$ cat config.mk
export PLATFORM = sky130hd
export DESIGN_NAME = cisd_core
export DESIGN_NICKNAME = d
export VERILOG_FILES = /design/src/hdl/cisd_pkg.sv /design/src/hdl/cisd_core.sv /design/src/hdl/cisd_ea.sv /design/src/hdl/cisd_nzv.sv
export SDC_FILE = /design/constraint.sdc
export NUM_CORES = 1
export LEC_CHECK = 0
export BUFFER_PORTS_ARGS = -buffer_cell sky130_fd_sc_hd__buf_2
export CAP_MARGIN = 20
export CELL_PAD_IN_SITES_DETAIL_PLACEMENT = 1
export CELL_PAD_IN_SITES_GLOBAL_PLACEMENT = 1
export CORE_ASPECT_RATIO = 1.2
export CORE_MARGIN = 3
export CORE_UTILIZATION = 46
export DETAILED_ROUTE_END_ITERATION = 16
export PLACE_DENSITY_LB_ADDON = 0.1
export SLEW_MARGIN = 20
export SYNTH_ARGS = -nofsm -noshare
export SYNTH_HDL_FRONTEND = slang
export SYNTH_SLANG_ARGS = --single-unit
$ cat constraint.sdc
create_clock -name sys_clk -period 5.07 [get_ports sys_clk]
set_input_delay 0.2535 -clock sys_clk [delete_from_list [all_inputs] [get_ports sys_clk]]
set_output_delay 0.2535 -clock sys_clk [all_outputs]
set_load 0.1 [all_outputs]
$ cat src/hdl/cisd_pkg.sv
package cisd_pkg;

    localparam logic [7:0] OP_SWI = 8'h83;
    localparam logic [7:0] OP_TAP = 8'h84;
    localparam logic [7:0] OP_TPA = 8'h85;
    localparam logic [7:0] OP_TXS = 8'h94;
    localparam logic [7:0] OP_TSX = 8'h95;
    localparam logic [7:0] OP_TAX = 8'h97;
    localparam logic [7:0] OP_TXA = 8'h9f;
    localparam logic [7:0] OP_WAIT = 8'h8f;
    localparam logic [7:0] OP_PREFIX = 8'h9e;
    localparam logic [7:0] OP_TSTA = 8'h4d;
    localparam logic [7:0] OP_TSTX = 8'h5d;

    localparam int CCR_V = 7;
    localparam int CCR_I = 3;
    localparam int CCR_N = 2;
    localparam int CCR_Z = 1;
    localparam int CCR_C = 0;
    localparam logic [7:0] CCR_RESET = 8'h68;
    localparam logic [7:0] CCR_FIXED = 8'h60;

    localparam logic [15:0] PC_RESET = 16'hc000;
    localparam logic [15:0] SP_RESET = 16'h00ff;
    localparam logic [15:0] VEC_HI = 16'hfffc;
    localparam logic [15:0] VEC_LO = 16'hfffd;
    localparam logic [2:0] PUSH_LAST = 3'h4;
    localparam int SWI_CYCLES = 9;

    typedef enum logic [3:0] {
        ST_FETCH = 4'b0000,
        ST_OPB1 = 4'b0001,
        ST_OPB2 = 4'b0010,
        ST_RD = 4'b0011,
        ST_DST = 4'b0100,
        ST_WR = 4'b0101,
        ST_REL = 4'b0110,
        ST_PUSH = 4'b0111,
        ST_VECH = 4'b1000,
        ST_VECL = 4'b1001,
        ST_IDLE = 4'b1010,
        ST_HALT = 4'b1011
    } cisd_state_e;

    typedef enum logic [3:0] {
        MD_NONE = 4'b0000,
        MD_IMM = 4'b0001,
        MD_DIR = 4'b0010,
        MD_EXT = 4'b0011,
        MD_IX = 4'b0100,
        MD_IX1 = 4'b0101,
        MD_IX2 = 4'b0110,
        MD_SP1 = 4'b0111,
        MD_SP2 = 4'b1000,
        MD_IX1P = 4'b1001,
        MD_DD = 4'b1010,
        MD_DIXP = 4'b1011,
        MD_IMD = 4'b1100,
        MD_IXPD = 4'b1101,
        MD_DREL = 4'b1110
    } cisd_mode_e;

    typedef enum logic [3:0] {
        KD_NOP = 4'b0000,
        KD_XFER = 4'b0001,
        KD_TSTR = 4'b0010,
        KD_TST = 4'b0011,
        KD_LDA = 4'b0100,
        KD_MOV = 4'b0101,
        KD_CBEQ = 4'b0110,
        KD_BRBIT = 4'b0111,
        KD_SWI = 4'b1000,
        KD_WAIT = 4'b1001
    } cisd_kind_e;

    typedef struct packed {
        cisd_kind_e kind;
        cisd_mode_e mode;
    } cisd_dec_s;

    typedef struct packed {
        logic [15:0] addr;
        logic rd;
        logic wr;
        logic [7:0] wdata;
    } cisd_bus_s;

    localparam cisd_bus_s BUS_IDLE = '{16'h0000, 1'b0, 1'b0, 8'h00};

    function automatic cisd_dec_s cisd_decode(input logic pre,
                                              input logic [7:0] op);
        cisd_dec_s d;
        d = '{KD_NOP, MD_NONE};
        if (pre) begin
            case (op)
                8'h6d: d = '{KD_TST, MD_SP1};
                8'he6: d = '{KD_LDA, MD_SP1};
                8'hd6: d = '{KD_LDA, MD_SP2};
                default: d = '{KD_NOP, MD_NONE};
            endcase
        end else begin
            casez (op)
                8'h0?: d = '{KD_BRBIT, MD_DREL};
                8'h3d: d = '{KD_TST, MD_DIR};
                8'h6d: d = '{KD_TST, MD_IX1};
                8'h7d: d = '{KD_TST, MD_IX};
                8'h4d, 8'h5d: d = '{KD_TSTR, MD_NONE};
                8'h4e: d = '{KD_MOV, MD_DD};
                8'h5e: d = '{KD_MOV, MD_DIXP};
                8'h6e: d = '{KD_MOV, MD_IMD};
                8'h7e: d = '{KD_MOV, MD_IXPD};
                8'h61: d = '{KD_CBEQ, MD_IX1P};
                8'ha6: d = '{KD_LDA, MD_IMM};
                8'hb6: d = '{KD_LDA, MD_DIR};
                8'hc6: d = '{KD_LDA, MD_EXT};
                8'hd6: d = '{KD_LDA, MD_IX2};
                8'he6: d = '{KD_LDA, MD_IX1};
                8'hf6: d = '{KD_LDA, MD_IX};
                8'h83: d = '{KD_SWI, MD_NONE};
                8'h8f: d = '{KD_WAIT, MD_NONE};
                8'h84, 8'h85, 8'h94, 8'h95, 8'h97, 8'h9f:
                    d = '{KD_XFER, MD_NONE};
                default: d = '{KD_NOP, MD_NONE};
            endcase
        end
        return d;
    endfunction : cisd_decode

endpackage : cisd_pkg

$ cat src/hdl/cisd_core.sv
// Overview of operation
// - Software trap pushes PC low, PC high, X, A, flags; masks; vectors; 9 cycles
// - Wait clears the mask and halts the core until an interrupt
// - Test sets N and Z from A, X or memory, clears V
// - Stack offset modes add offset to stack pointer, after a prefix byte
// - Extended mode fetches address high byte then low byte
// - 16-bit indexed offset fetched high then low, added to index pair
// - Direct-to-direct move copies source byte to destination address
// - Direct-to-indexed move writes at index pair, then increments it
// - Indexed-to-direct move reads at index pair, stores, then increments
// - Immediate-to-direct move writes the immediate byte to destination
// - Offset indexed post-increment uses pair plus offset, then increments
// - Direct branch forms carry address then signed offset added if taken
`timescale 1ns/10ps
`default_nettype none
module cisd_core import cisd_pkg::*; (
    // Clock and reset
    input wire logic sys_clk,
    input wire logic rstn,
    // Memory bus, read data combinational from the address
    output var cisd_bus_s mem_bus_q,
    input wire logic [7:0] mem_rdata,
    // Wake from wait
    input wire logic irq_req,
    output logic halted_q,
    // Programmer-visible registers
    output logic [15:0] pc_q,
    output logic [15:0] stackptr_q,
    output logic [7:0] acc_q,
    output logic [7:0] index_low_q,
    output logic [7:0] index_high_q,
    output logic [7:0] condition_flags_q
);
    cisd_state_e st_q, st_d;
    cisd_mode_e mode_q, mode_d;
    cisd_kind_e kind_q, kind_d;
    cisd_dec_s dec;
    cisd_bus_s bus_d;
    logic [7:0] op_q, op_d, t_q, t_d, acc_d, xl_d, xh_d, flags_d, nzv_val;
    logic [7:0] nzv_flags, push_byte;
    logic [15:0] pc_d, sp_d, ea_q, ea_d, ea_addr, hx;
    logic [2:0] cnt_q, cnt_d;
    logic pre_q, pre_d, halt_d, bit_val;

    assign hx = {index_high_q, index_low_q};

    cisd_ea u_ea (
        .mode(mode_q),
        .hx(hx),
        .sp(stackptr_q),
        .hi(t_q),
        .lo(mem_rdata),
        .wide(st_q == ST_OPB2),
        .addr(ea_addr)
    );

    assign nzv_val = (st_q == ST_FETCH) ?
        ((mem_rdata == OP_TSTX) ? index_low_q : acc_q) :
        ((st_q == ST_WR) ? t_q : mem_rdata);

    cisd_nzv u_nzv (
        .val(nzv_val),
        .flags_in(condition_flags_q),
        .flags_out(nzv_flags)
    );

    always_comb begin
        dec = cisd_decode(pre_q, mem_rdata);
        st_d = st_q;
        mode_d = mode_q;
        kind_d = kind_q;
        op_d = op_q;
        pre_d = pre_q;
        t_d = t_q;
        ea_d = ea_q;
        cnt_d = cnt_q;
        pc_d = pc_q;
        sp_d = stackptr_q;
        acc_d = acc_q;
        xl_d = index_low_q;
        xh_d = index_high_q;
        flags_d = condition_flags_q;
        halt_d = halted_q;
        bit_val = mem_rdata[op_q[3:1]];
        case (st_q)
            ST_FETCH: begin
                pc_d = pc_q + 16'h0001;
                if (!pre_q && mem_rdata == OP_PREFIX) begin
                    pre_d = 1'b1;
                end else begin
                    pre_d = 1'b0;
                    op_d = mem_rdata;
                    mode_d = dec.mode;
                    kind_d = dec.kind;
                    case (dec.kind)
                        KD_XFER: begin
                            case (mem_rdata)
                                OP_TAP: begin
                                    flags_d = acc_q | CCR_FIXED;
                                    st_d = ST_IDLE;
                                end
                                OP_TPA: acc_d = condition_flags_q;
                                OP_TAX: xl_d = acc_q;
                                OP_TXA: acc_d = index_low_q;
                                OP_TSX: begin
                                    {xh_d, xl_d} = stackptr_q + 16'h0001;
                                    st_d = ST_IDLE;
                                end
                                OP_TXS: begin
                                    sp_d = hx - 16'h0001;
                                    st_d = ST_IDLE;
                                end
                                default: st_d = ST_FETCH;
                            endcase
                        end
                        KD_TSTR: flags_d = nzv_flags;
                        KD_SWI: begin
                            cnt_d = 3'h0;
                            st_d = ST_PUSH;
                        end
                        KD_WAIT: begin
                            flags_d[CCR_I] = 1'b0;
                            halt_d = 1'b1;
                            st_d = ST_HALT;
                        end
                        KD_NOP: st_d = ST_FETCH;
                        default: begin
                            if (dec.mode == MD_IX || dec.mode == MD_IXPD) begin
                                ea_d = hx;
                                st_d = ST_RD;
                            end else begin
                                st_d = ST_OPB1;
                            end
                        end
                    endcase
                end
            end
            ST_OPB1: begin
                pc_d = pc_q + 16'h0001;
                case (mode_q)
                    MD_IMM: begin
                        acc_d = mem_rdata;
                        flags_d = nzv_flags;
                        st_d = ST_FETCH;
                    end
                    MD_IMD: begin
                        t_d = mem_rdata;
                        st_d = ST_DST;
                    end
                    MD_EXT, MD_IX2, MD_SP2: begin
                        t_d = mem_rdata;
                        st_d = ST_OPB2;
                    end
                    MD_IX1, MD_SP1, MD_IX1P: begin
                        ea_d = ea_addr;
                        st_d = ST_RD;
                    end
                    default: begin
                        ea_d = {8'h00, mem_rdata};
                        st_d = ST_RD;
                    end
                endcase
            end
            ST_OPB2: begin
                pc_d = pc_q + 16'h0001;
                ea_d = ea_addr;
                st_d = ST_RD;
            end
            ST_RD: begin
                st_d = ST_FETCH;
                case (kind_q)
                    KD_LDA: begin
                        acc_d = mem_rdata;
                        flags_d = nzv_flags;
                    end
                    KD_TST: flags_d = nzv_flags;
                    KD_CBEQ: begin
                        t_d = {7'h00, acc_q == mem_rdata};
                        {xh_d, xl_d} = hx + 16'h0001;
                        st_d = ST_REL;
                    end
                    KD_BRBIT: begin
                        flags_d[CCR_C] = bit_val;
                        t_d = {7'h00, bit_val ^ op_q[0]};
                        st_d = ST_REL;
                    end
                    KD_MOV: begin
                        t_d = mem_rdata;
                        if (mode_q == MD_DIXP) begin
                            ea_d = hx;
                            st_d = ST_WR;
                        end else begin
                            st_d = ST_DST;
                        end
                    end
                    default: st_d = ST_FETCH;
                endcase
            end
            ST_DST: begin
                pc_d = pc_q + 16'h0001;
                ea_d = {8'h00, mem_rdata};
                st_d = ST_WR;
            end
            ST_WR: begin
                flags_d = nzv_flags;
                if (mode_q == MD_DIXP || mode_q == MD_IXPD) begin
                    {xh_d, xl_d} = hx + 16'h0001;
                end
                st_d = ST_FETCH;
            end
            ST_REL: begin
                // Taken offset is relative to the address after the offset byte
                pc_d = pc_q + 16'h0001 + (t_q[0] ?
                    {{8{mem_rdata[7]}}, mem_rdata} : 16'h0000);
                st_d = ST_FETCH;
            end
            ST_PUSH: begin
                sp_d = stackptr_q - 16'h0001;
                cnt_d = cnt_q + 3'h1;
                if (cnt_q == PUSH_LAST) begin
                    flags_d[CCR_I] = 1'b1;
                    st_d = ST_VECH;
                end
            end
            ST_VECH: begin
                pc_d[15:8] = mem_rdata;
                st_d = ST_VECL;
            end
            ST_VECL: begin
                pc_d[7:0] = mem_rdata;
                st_d = ST_IDLE;
            end
            ST_IDLE: st_d = ST_FETCH;
            ST_HALT: begin
                // Core stays frozen, bus idle, until the wake request
                if (irq_req) begin
                    halt_d = 1'b0;
                    st_d = ST_FETCH;
                end
            end
            default: st_d = ST_FETCH;
        endcase
        case (cnt_d)
            3'h0: push_byte = pc_d[7:0];
            3'h1: push_byte = pc_d[15:8];
            3'h2: push_byte = xl_d;
            3'h3: push_byte = acc_d;
            default: push_byte = flags_d;
        endcase
        bus_d = BUS_IDLE;
        case (st_d)
            ST_FETCH, ST_OPB1, ST_OPB2, ST_DST, ST_REL: begin
                bus_d.addr = pc_d;
                bus_d.rd = 1'b1;
            end
            ST_RD: begin
                bus_d.addr = ea_d;
                bus_d.rd = 1'b1;
            end
            ST_WR: begin
                bus_d.addr = ea_d;
                bus_d.wr = 1'b1;
                bus_d.wdata = t_d;
            end
            ST_PUSH: begin
                bus_d.addr = sp_d;
                bus_d.wr = 1'b1;
                bus_d.wdata = push_byte;
            end
            ST_VECH: begin
                bus_d.addr = VEC_HI;
                bus_d.rd = 1'b1;
            end
            ST_VECL: begin
                bus_d.addr = VEC_LO;
                bus_d.rd = 1'b1;
            end
            default: bus_d = BUS_IDLE;
        endcase
    end

    always_ff @(posedge sys_clk or negedge rstn) begin
        if (!rstn) begin
            st_q <= ST_FETCH;
            mode_q <= MD_NONE;
            kind_q <= KD_NOP;
            op_q <= 8'h00;
            pre_q <= 1'b0;
            t_q <= 8'h00;
            ea_q <= 16'h0000;
            cnt_q <= 3'h0;
        end else begin
            st_q <= st_d;
            mode_q <= mode_d;
            kind_q <= kind_d;
            op_q <= op_d;
            pre_q <= pre_d;
            t_q <= t_d;
            ea_q <= ea_d;
            cnt_q <= cnt_d;
        end
    end

    always_ff @(posedge sys_clk or negedge rstn) begin
        if (!rstn) begin
            pc_q <= PC_RESET;
            stackptr_q <= SP_RESET;
            acc_q <= 8'h00;
            index_low_q <= 8'h00;
            index_high_q <= 8'h00;
            condition_flags_q <= CCR_RESET;
        end else begin
            pc_q <= pc_d;
            stackptr_q <= sp_d;
            acc_q <= acc_d;
            index_low_q <= xl_d;
            index_high_q <= xh_d;
            condition_flags_q <= flags_d;
        end
    end

    // First access after reset is the opcode read at the reset address
    always_ff @(posedge sys_clk or negedge rstn) begin
        if (!rstn) begin
            mem_bus_q <= '{PC_RESET, 1'b1, 1'b0, 8'h00};
            halted_q <= 1'b0;
        end else begin
            mem_bus_q <= bus_d;
            halted_q <= halt_d;
        end
    end
endmodule : cisd_core
`default_nettype wire

$ cat src/hdl/cisd_ea.sv
`timescale 1ns/10ps
`default_nettype none
module cisd_ea import cisd_pkg::*; (
    // Addressing mode and bases
    input wire cisd_mode_e mode,
    input wire logic [15:0] hx,
    input wire logic [15:0] sp,
    // Offset bytes
    input wire logic [7:0] hi,
    input wire logic [7:0] lo,
    input wire logic wide,
    // Result
    output logic [15:0] addr
);
    logic [15:0] base;
    logic [15:0] off;

    // High byte first, low byte second
    assign off = wide ? {hi, lo} : {8'h00, lo};
    always_comb begin
        case (mode)
            MD_EXT: base = 16'h0000;
            MD_SP1, MD_SP2: base = sp;
            default: base = hx;
        endcase
    end
    assign addr = base + off;
endmodule : cisd_ea
`default_nettype wire

$ cat src/hdl/cisd_nzv.sv
`timescale 1ns/10ps
`default_nettype none
module cisd_nzv import cisd_pkg::*; (
    // Tested value and current flags
    input wire logic [7:0] val,
    input wire logic [7:0] flags_in,
    // Updated flags
    output logic [7:0] flags_out
);
    // Only N, Z and V move; H, I and C pass through
    always_comb begin
        flags_out = flags_in;
        flags_out[CCR_V] = 1'b0;
        flags_out[CCR_N] = val[7];
        flags_out[CCR_Z] = (val == 8'h00);
    end
endmodule : cisd_nzv
`default_nettype wire

==> run metrics <==
dpl cell area around 13,000 um2; starting density of the core a little under half; antenna-violating nets left 0; CP Capture Type register; final count of pins violating max slew 0; Post-synth EDFFs 0; Setup Viol. Count Final 0; H-tree depth 4; Num Clock Sinks 129; remaining global-route overflow 0; Pleak between 5 and 6 nW; CP top delay family compound AO/OA/AOI/OAI gates; proportion of layout cells with a drive suffix above 1 15.6%; xor and xnor area share after synthesis 5.87%; Buf/Inv on CP 0; Final period util roughly nine tenths; RSZ-0062 raised after global routing false; # rows 63; HPWL Detailed 44,000 um; Post-Syn Area 11,900 um2; f_max 0.219 GHz; largest net degree at the start of global routing 77; setup TNS 0 ns; die area ~28,000 um2; fin crit period 4.57 ns; register area share after synthesis 27.2%; drt drc 0; Die X between 150 and 200 um; Crit path largest cell delay 0.71 ns; Clock Root Buffer clkbuf_16; R2R Path End mem_bus_q[17]; initial DRC count 1,855; Synth Net Count 1,568; Fill cells between 3,000 and 4,000; crit-path most repeated cell o21ai_0; PD cells 777 nW/um2; Primary FF master, synth dfrtp_1; Worst EP arrival 4.86 ns; Syn Inst Count 1,518; final instance area ~13,000 um2; commonest cells after routing, fill and taps aside nand2_1 (122), nor2_1 (120), dfrtp_1 (113); Yosys warnings 0; All-Layer GR Usage 41.0%; Final Hold Fails 0; Clock Skew 0.0162 ns; Max-cap violations 0; largest family of logic cells by synthesized area compound AO/OA/AOI/OAI gates; compound-cell area share of the yosys netlist between 30 and 40%; area grow syn2layout 12.5%; Worst Setup Path Type reg2reg; HP Class in2reg; R2R Setup Slk 0.50 ns; Post-Synth Simple-Gate Area between 20% and 30%; GP Congestion about 1.0; adder-cell share of the synthesized area 4.22%; Chip Height 182 um; Wirelength per Cell ~30 um; share of power burned in the clock network approximately 12%; cell chain of the critical path nor3b_2 -> nor2b_1 -> a21o_1 -> a22o_1 -> ha_1 -> a211oi_1 -> o21ai_0 -> a31oi_1 -> xnor2_1 -> a2111oi_0 -> a21oi_1 -> o21ai_0 -> o221ai_1; Min-Delay Startpoint irq_req; Int Pwr about 0.0042 W; Max clock buf depth 2; drt via density 7.21; overall power about 0.010 W; startpoint types register; initial antenna violation count 1; sequential power share 20.0%; hold path depth 2; Gate power share 67.7%; Synth Register Bits 129; drt total wl 58,000 um; worst-path maximum fanout 16; Slew HR 27.7%; router iterations before antenna repair 7; vias in the first global route 14,100; fin nets 1,635; slowest stage cell on the critical path a2111oi_0; status complete, no violations; io pins 102; Buffers on Ports 101; setup bufs post-CTS 0; worst slew pin tran between 1 and 1.5 ns; highest routed layer met5; Async SR Flop Fraction 100%; clk slew on worst S/H paths 0.06 ns; core area 25,100 um2; Worst Hold Path EP halted_q; routed length on met2 approximately 27,000 um; multiplexer area fraction after synthesis ~1.9%; Mapped Avg Cell Area approximately 8 um2; r2r startpoint mode_q[0]; Worst-Skew Late Latency 0.44 ns; CTS tree done; Net Sw Frac around 60%; leading cell type in the layout, fill and taps excluded nand2_1; total CTS buffers 17; Via Count 13,900; met3 WL post-DR 5100 um; VDD IR max 0.441 mV; Critical Path RT 5.36 ns; switching power approximately 0.0063 W; Util after Layout 53.4%; count of distinct cell types in the synthesized netlist 91; met1 wire length ~21,000 um; r2r worst-path depth 13; first-pass GRT wire length 88,000 um
-- per-stage QoR --
stage	instances	hold WS, ns	setup WS (ns)
floorplan	1518	-0.0421	0.934
detailed placement	1890	0.330	0.500
finish	1925	0.0942	0.496
global route	1923	0.0824	0.193
global placement	1890	0.316	0.640
CTS	1923	0.0672	0.386
-- Yosys cell counts (16+ instances only) --
library cell | number | area (um2)
a31oi_1 | 20 | 125
or3_1 | 17 | 106
a211oi_1 | 19 | 143
and3_1 | 29 | 181
inv_1 | 62 | 233
a22o_1 | 38 | 333
xor2_1 | 37 | 324
ha_1 | 37 | 463
dfstp_2 | 16 | 420
nor4_1 | 18 | 113
a21o_1 | 20 | 150
nand2_1 | 122 | 458
a21oi_1 | 105 | 526
nand3_1 | 64 | 320
o221ai_1 | 18 | 158
o22ai_1 | 17 | 106
a22oi_1 | 26 | 195
o21ai_0 | 95 | 475
nor3_1 | 52 | 260
nor2_1 | 122 | 458
dfrtp_1 | 113 | 2830
xnor2_1 | 43 | 377
o211ai_1 | 27 | 203
clkbuf_1 | 78 | 293
a221oi_1 | 23 | 201
-- routing by layer --
layer / global-route usage, % / up-vias
met2: 67.3 / 872
met5: 0 / -
li1: - / 5879
met1: 48.5 / 6852
met4: 28.0 / 2
met3: 7.87 / 266
-- sequential cells by signal, indices dropped and copies added (netlist names) --
name	cells
ea_q	10
halted_q	1
index_low_q	8
t_q	8
pre_q	1
acc_q	8
index_high_q	8
kind_q	4
op_q	4
mode_q	4
st_q	4
cnt_q	3
condition_flags_q	8
pc_q	16
stackptr_q	16
mem_bus_q	26
-- how the worst max path moves through the flow --
stage / from / endpoint / cells past startpoint
after floorplan: mode_q[3] / mem_bus_q[22] / 18
after global placement: mode_q[0] / mem_bus_q[22] / 16
after detailed placement: mode_q[1] / mem_bus_q[22] / 16
after CTS: mode_q[0] / mem_bus_q[17] / 13
after global routing: mode_q[1] / mem_bus_q[22] / 16
final: mode_q[0] / mem_bus_q[17] / 13
-- logic make-up after synthesis --
group | after synthesis
AOI/OAI and AO/OA | 549
xor gates and xnor gates | 80
adders and majority gates | 39
buffers and inverters | 171
muxes | 20
and+or+nand+nor | 530
DFF | 129
-- repair_timing --
action,in CTS,in global routing
hold buffers,1,0
gates resized for setup,0,1
endpoints found under the setup margin,0,2
hold endpoints to repair,64,0
-- power groups by stage --
stage	Sequential [W]	Combinational [W]	Clock (W)
3_5_place_dp	0.00206	0.00683	0
2_1_floorplan	0.00327	0.00355	0
5_1_grt	0.00211	0.00742	0.00133
4_1_cts	0.00205	0.00688	0.00129
6_report	0.00208	0.00706	0.00129
3_3_place_gp	0.00204	0.00671	0
-- layout make-up --
| type | instances | area (um2) | share of cell area (%) |
|---|---|---|---|
| Inverter | 66 | 249 | 1.85 |
| Antenna cell | 2 | 5.00 | 0.0373 |
| Timing Repair Buffer | 153 | 905 | 6.74 |
| Sequential cell | 129 | 3250 | 24.2 |
| Tap cell | 325 | 407 | 3.03 |
| Multi-Input combinational cell | 1218 | 8020 | 59.7 |
| Clock buffer | 21 | 460 | 3.43 |
| Clock inverter | 11 | 130 | 0.969 |
-- worst register-to-register path: stages (launching register included) --
cell and delay [ns]:
dfrtp_1 0.48, nor3b_2 0.43, nor2b_1 0.26, a21o_1 0.45, a22o_1 0.28, ha_1 0.28
a211oi_1 0.31, o21ai_0 0.22, a31oi_1 0.24, xnor2_1 0.09, a2111oi_0 0.71, a21oi_1 0.15
o21ai_0 0.34, o221ai_1 0.20
Power figures use the tool's default switching activity.
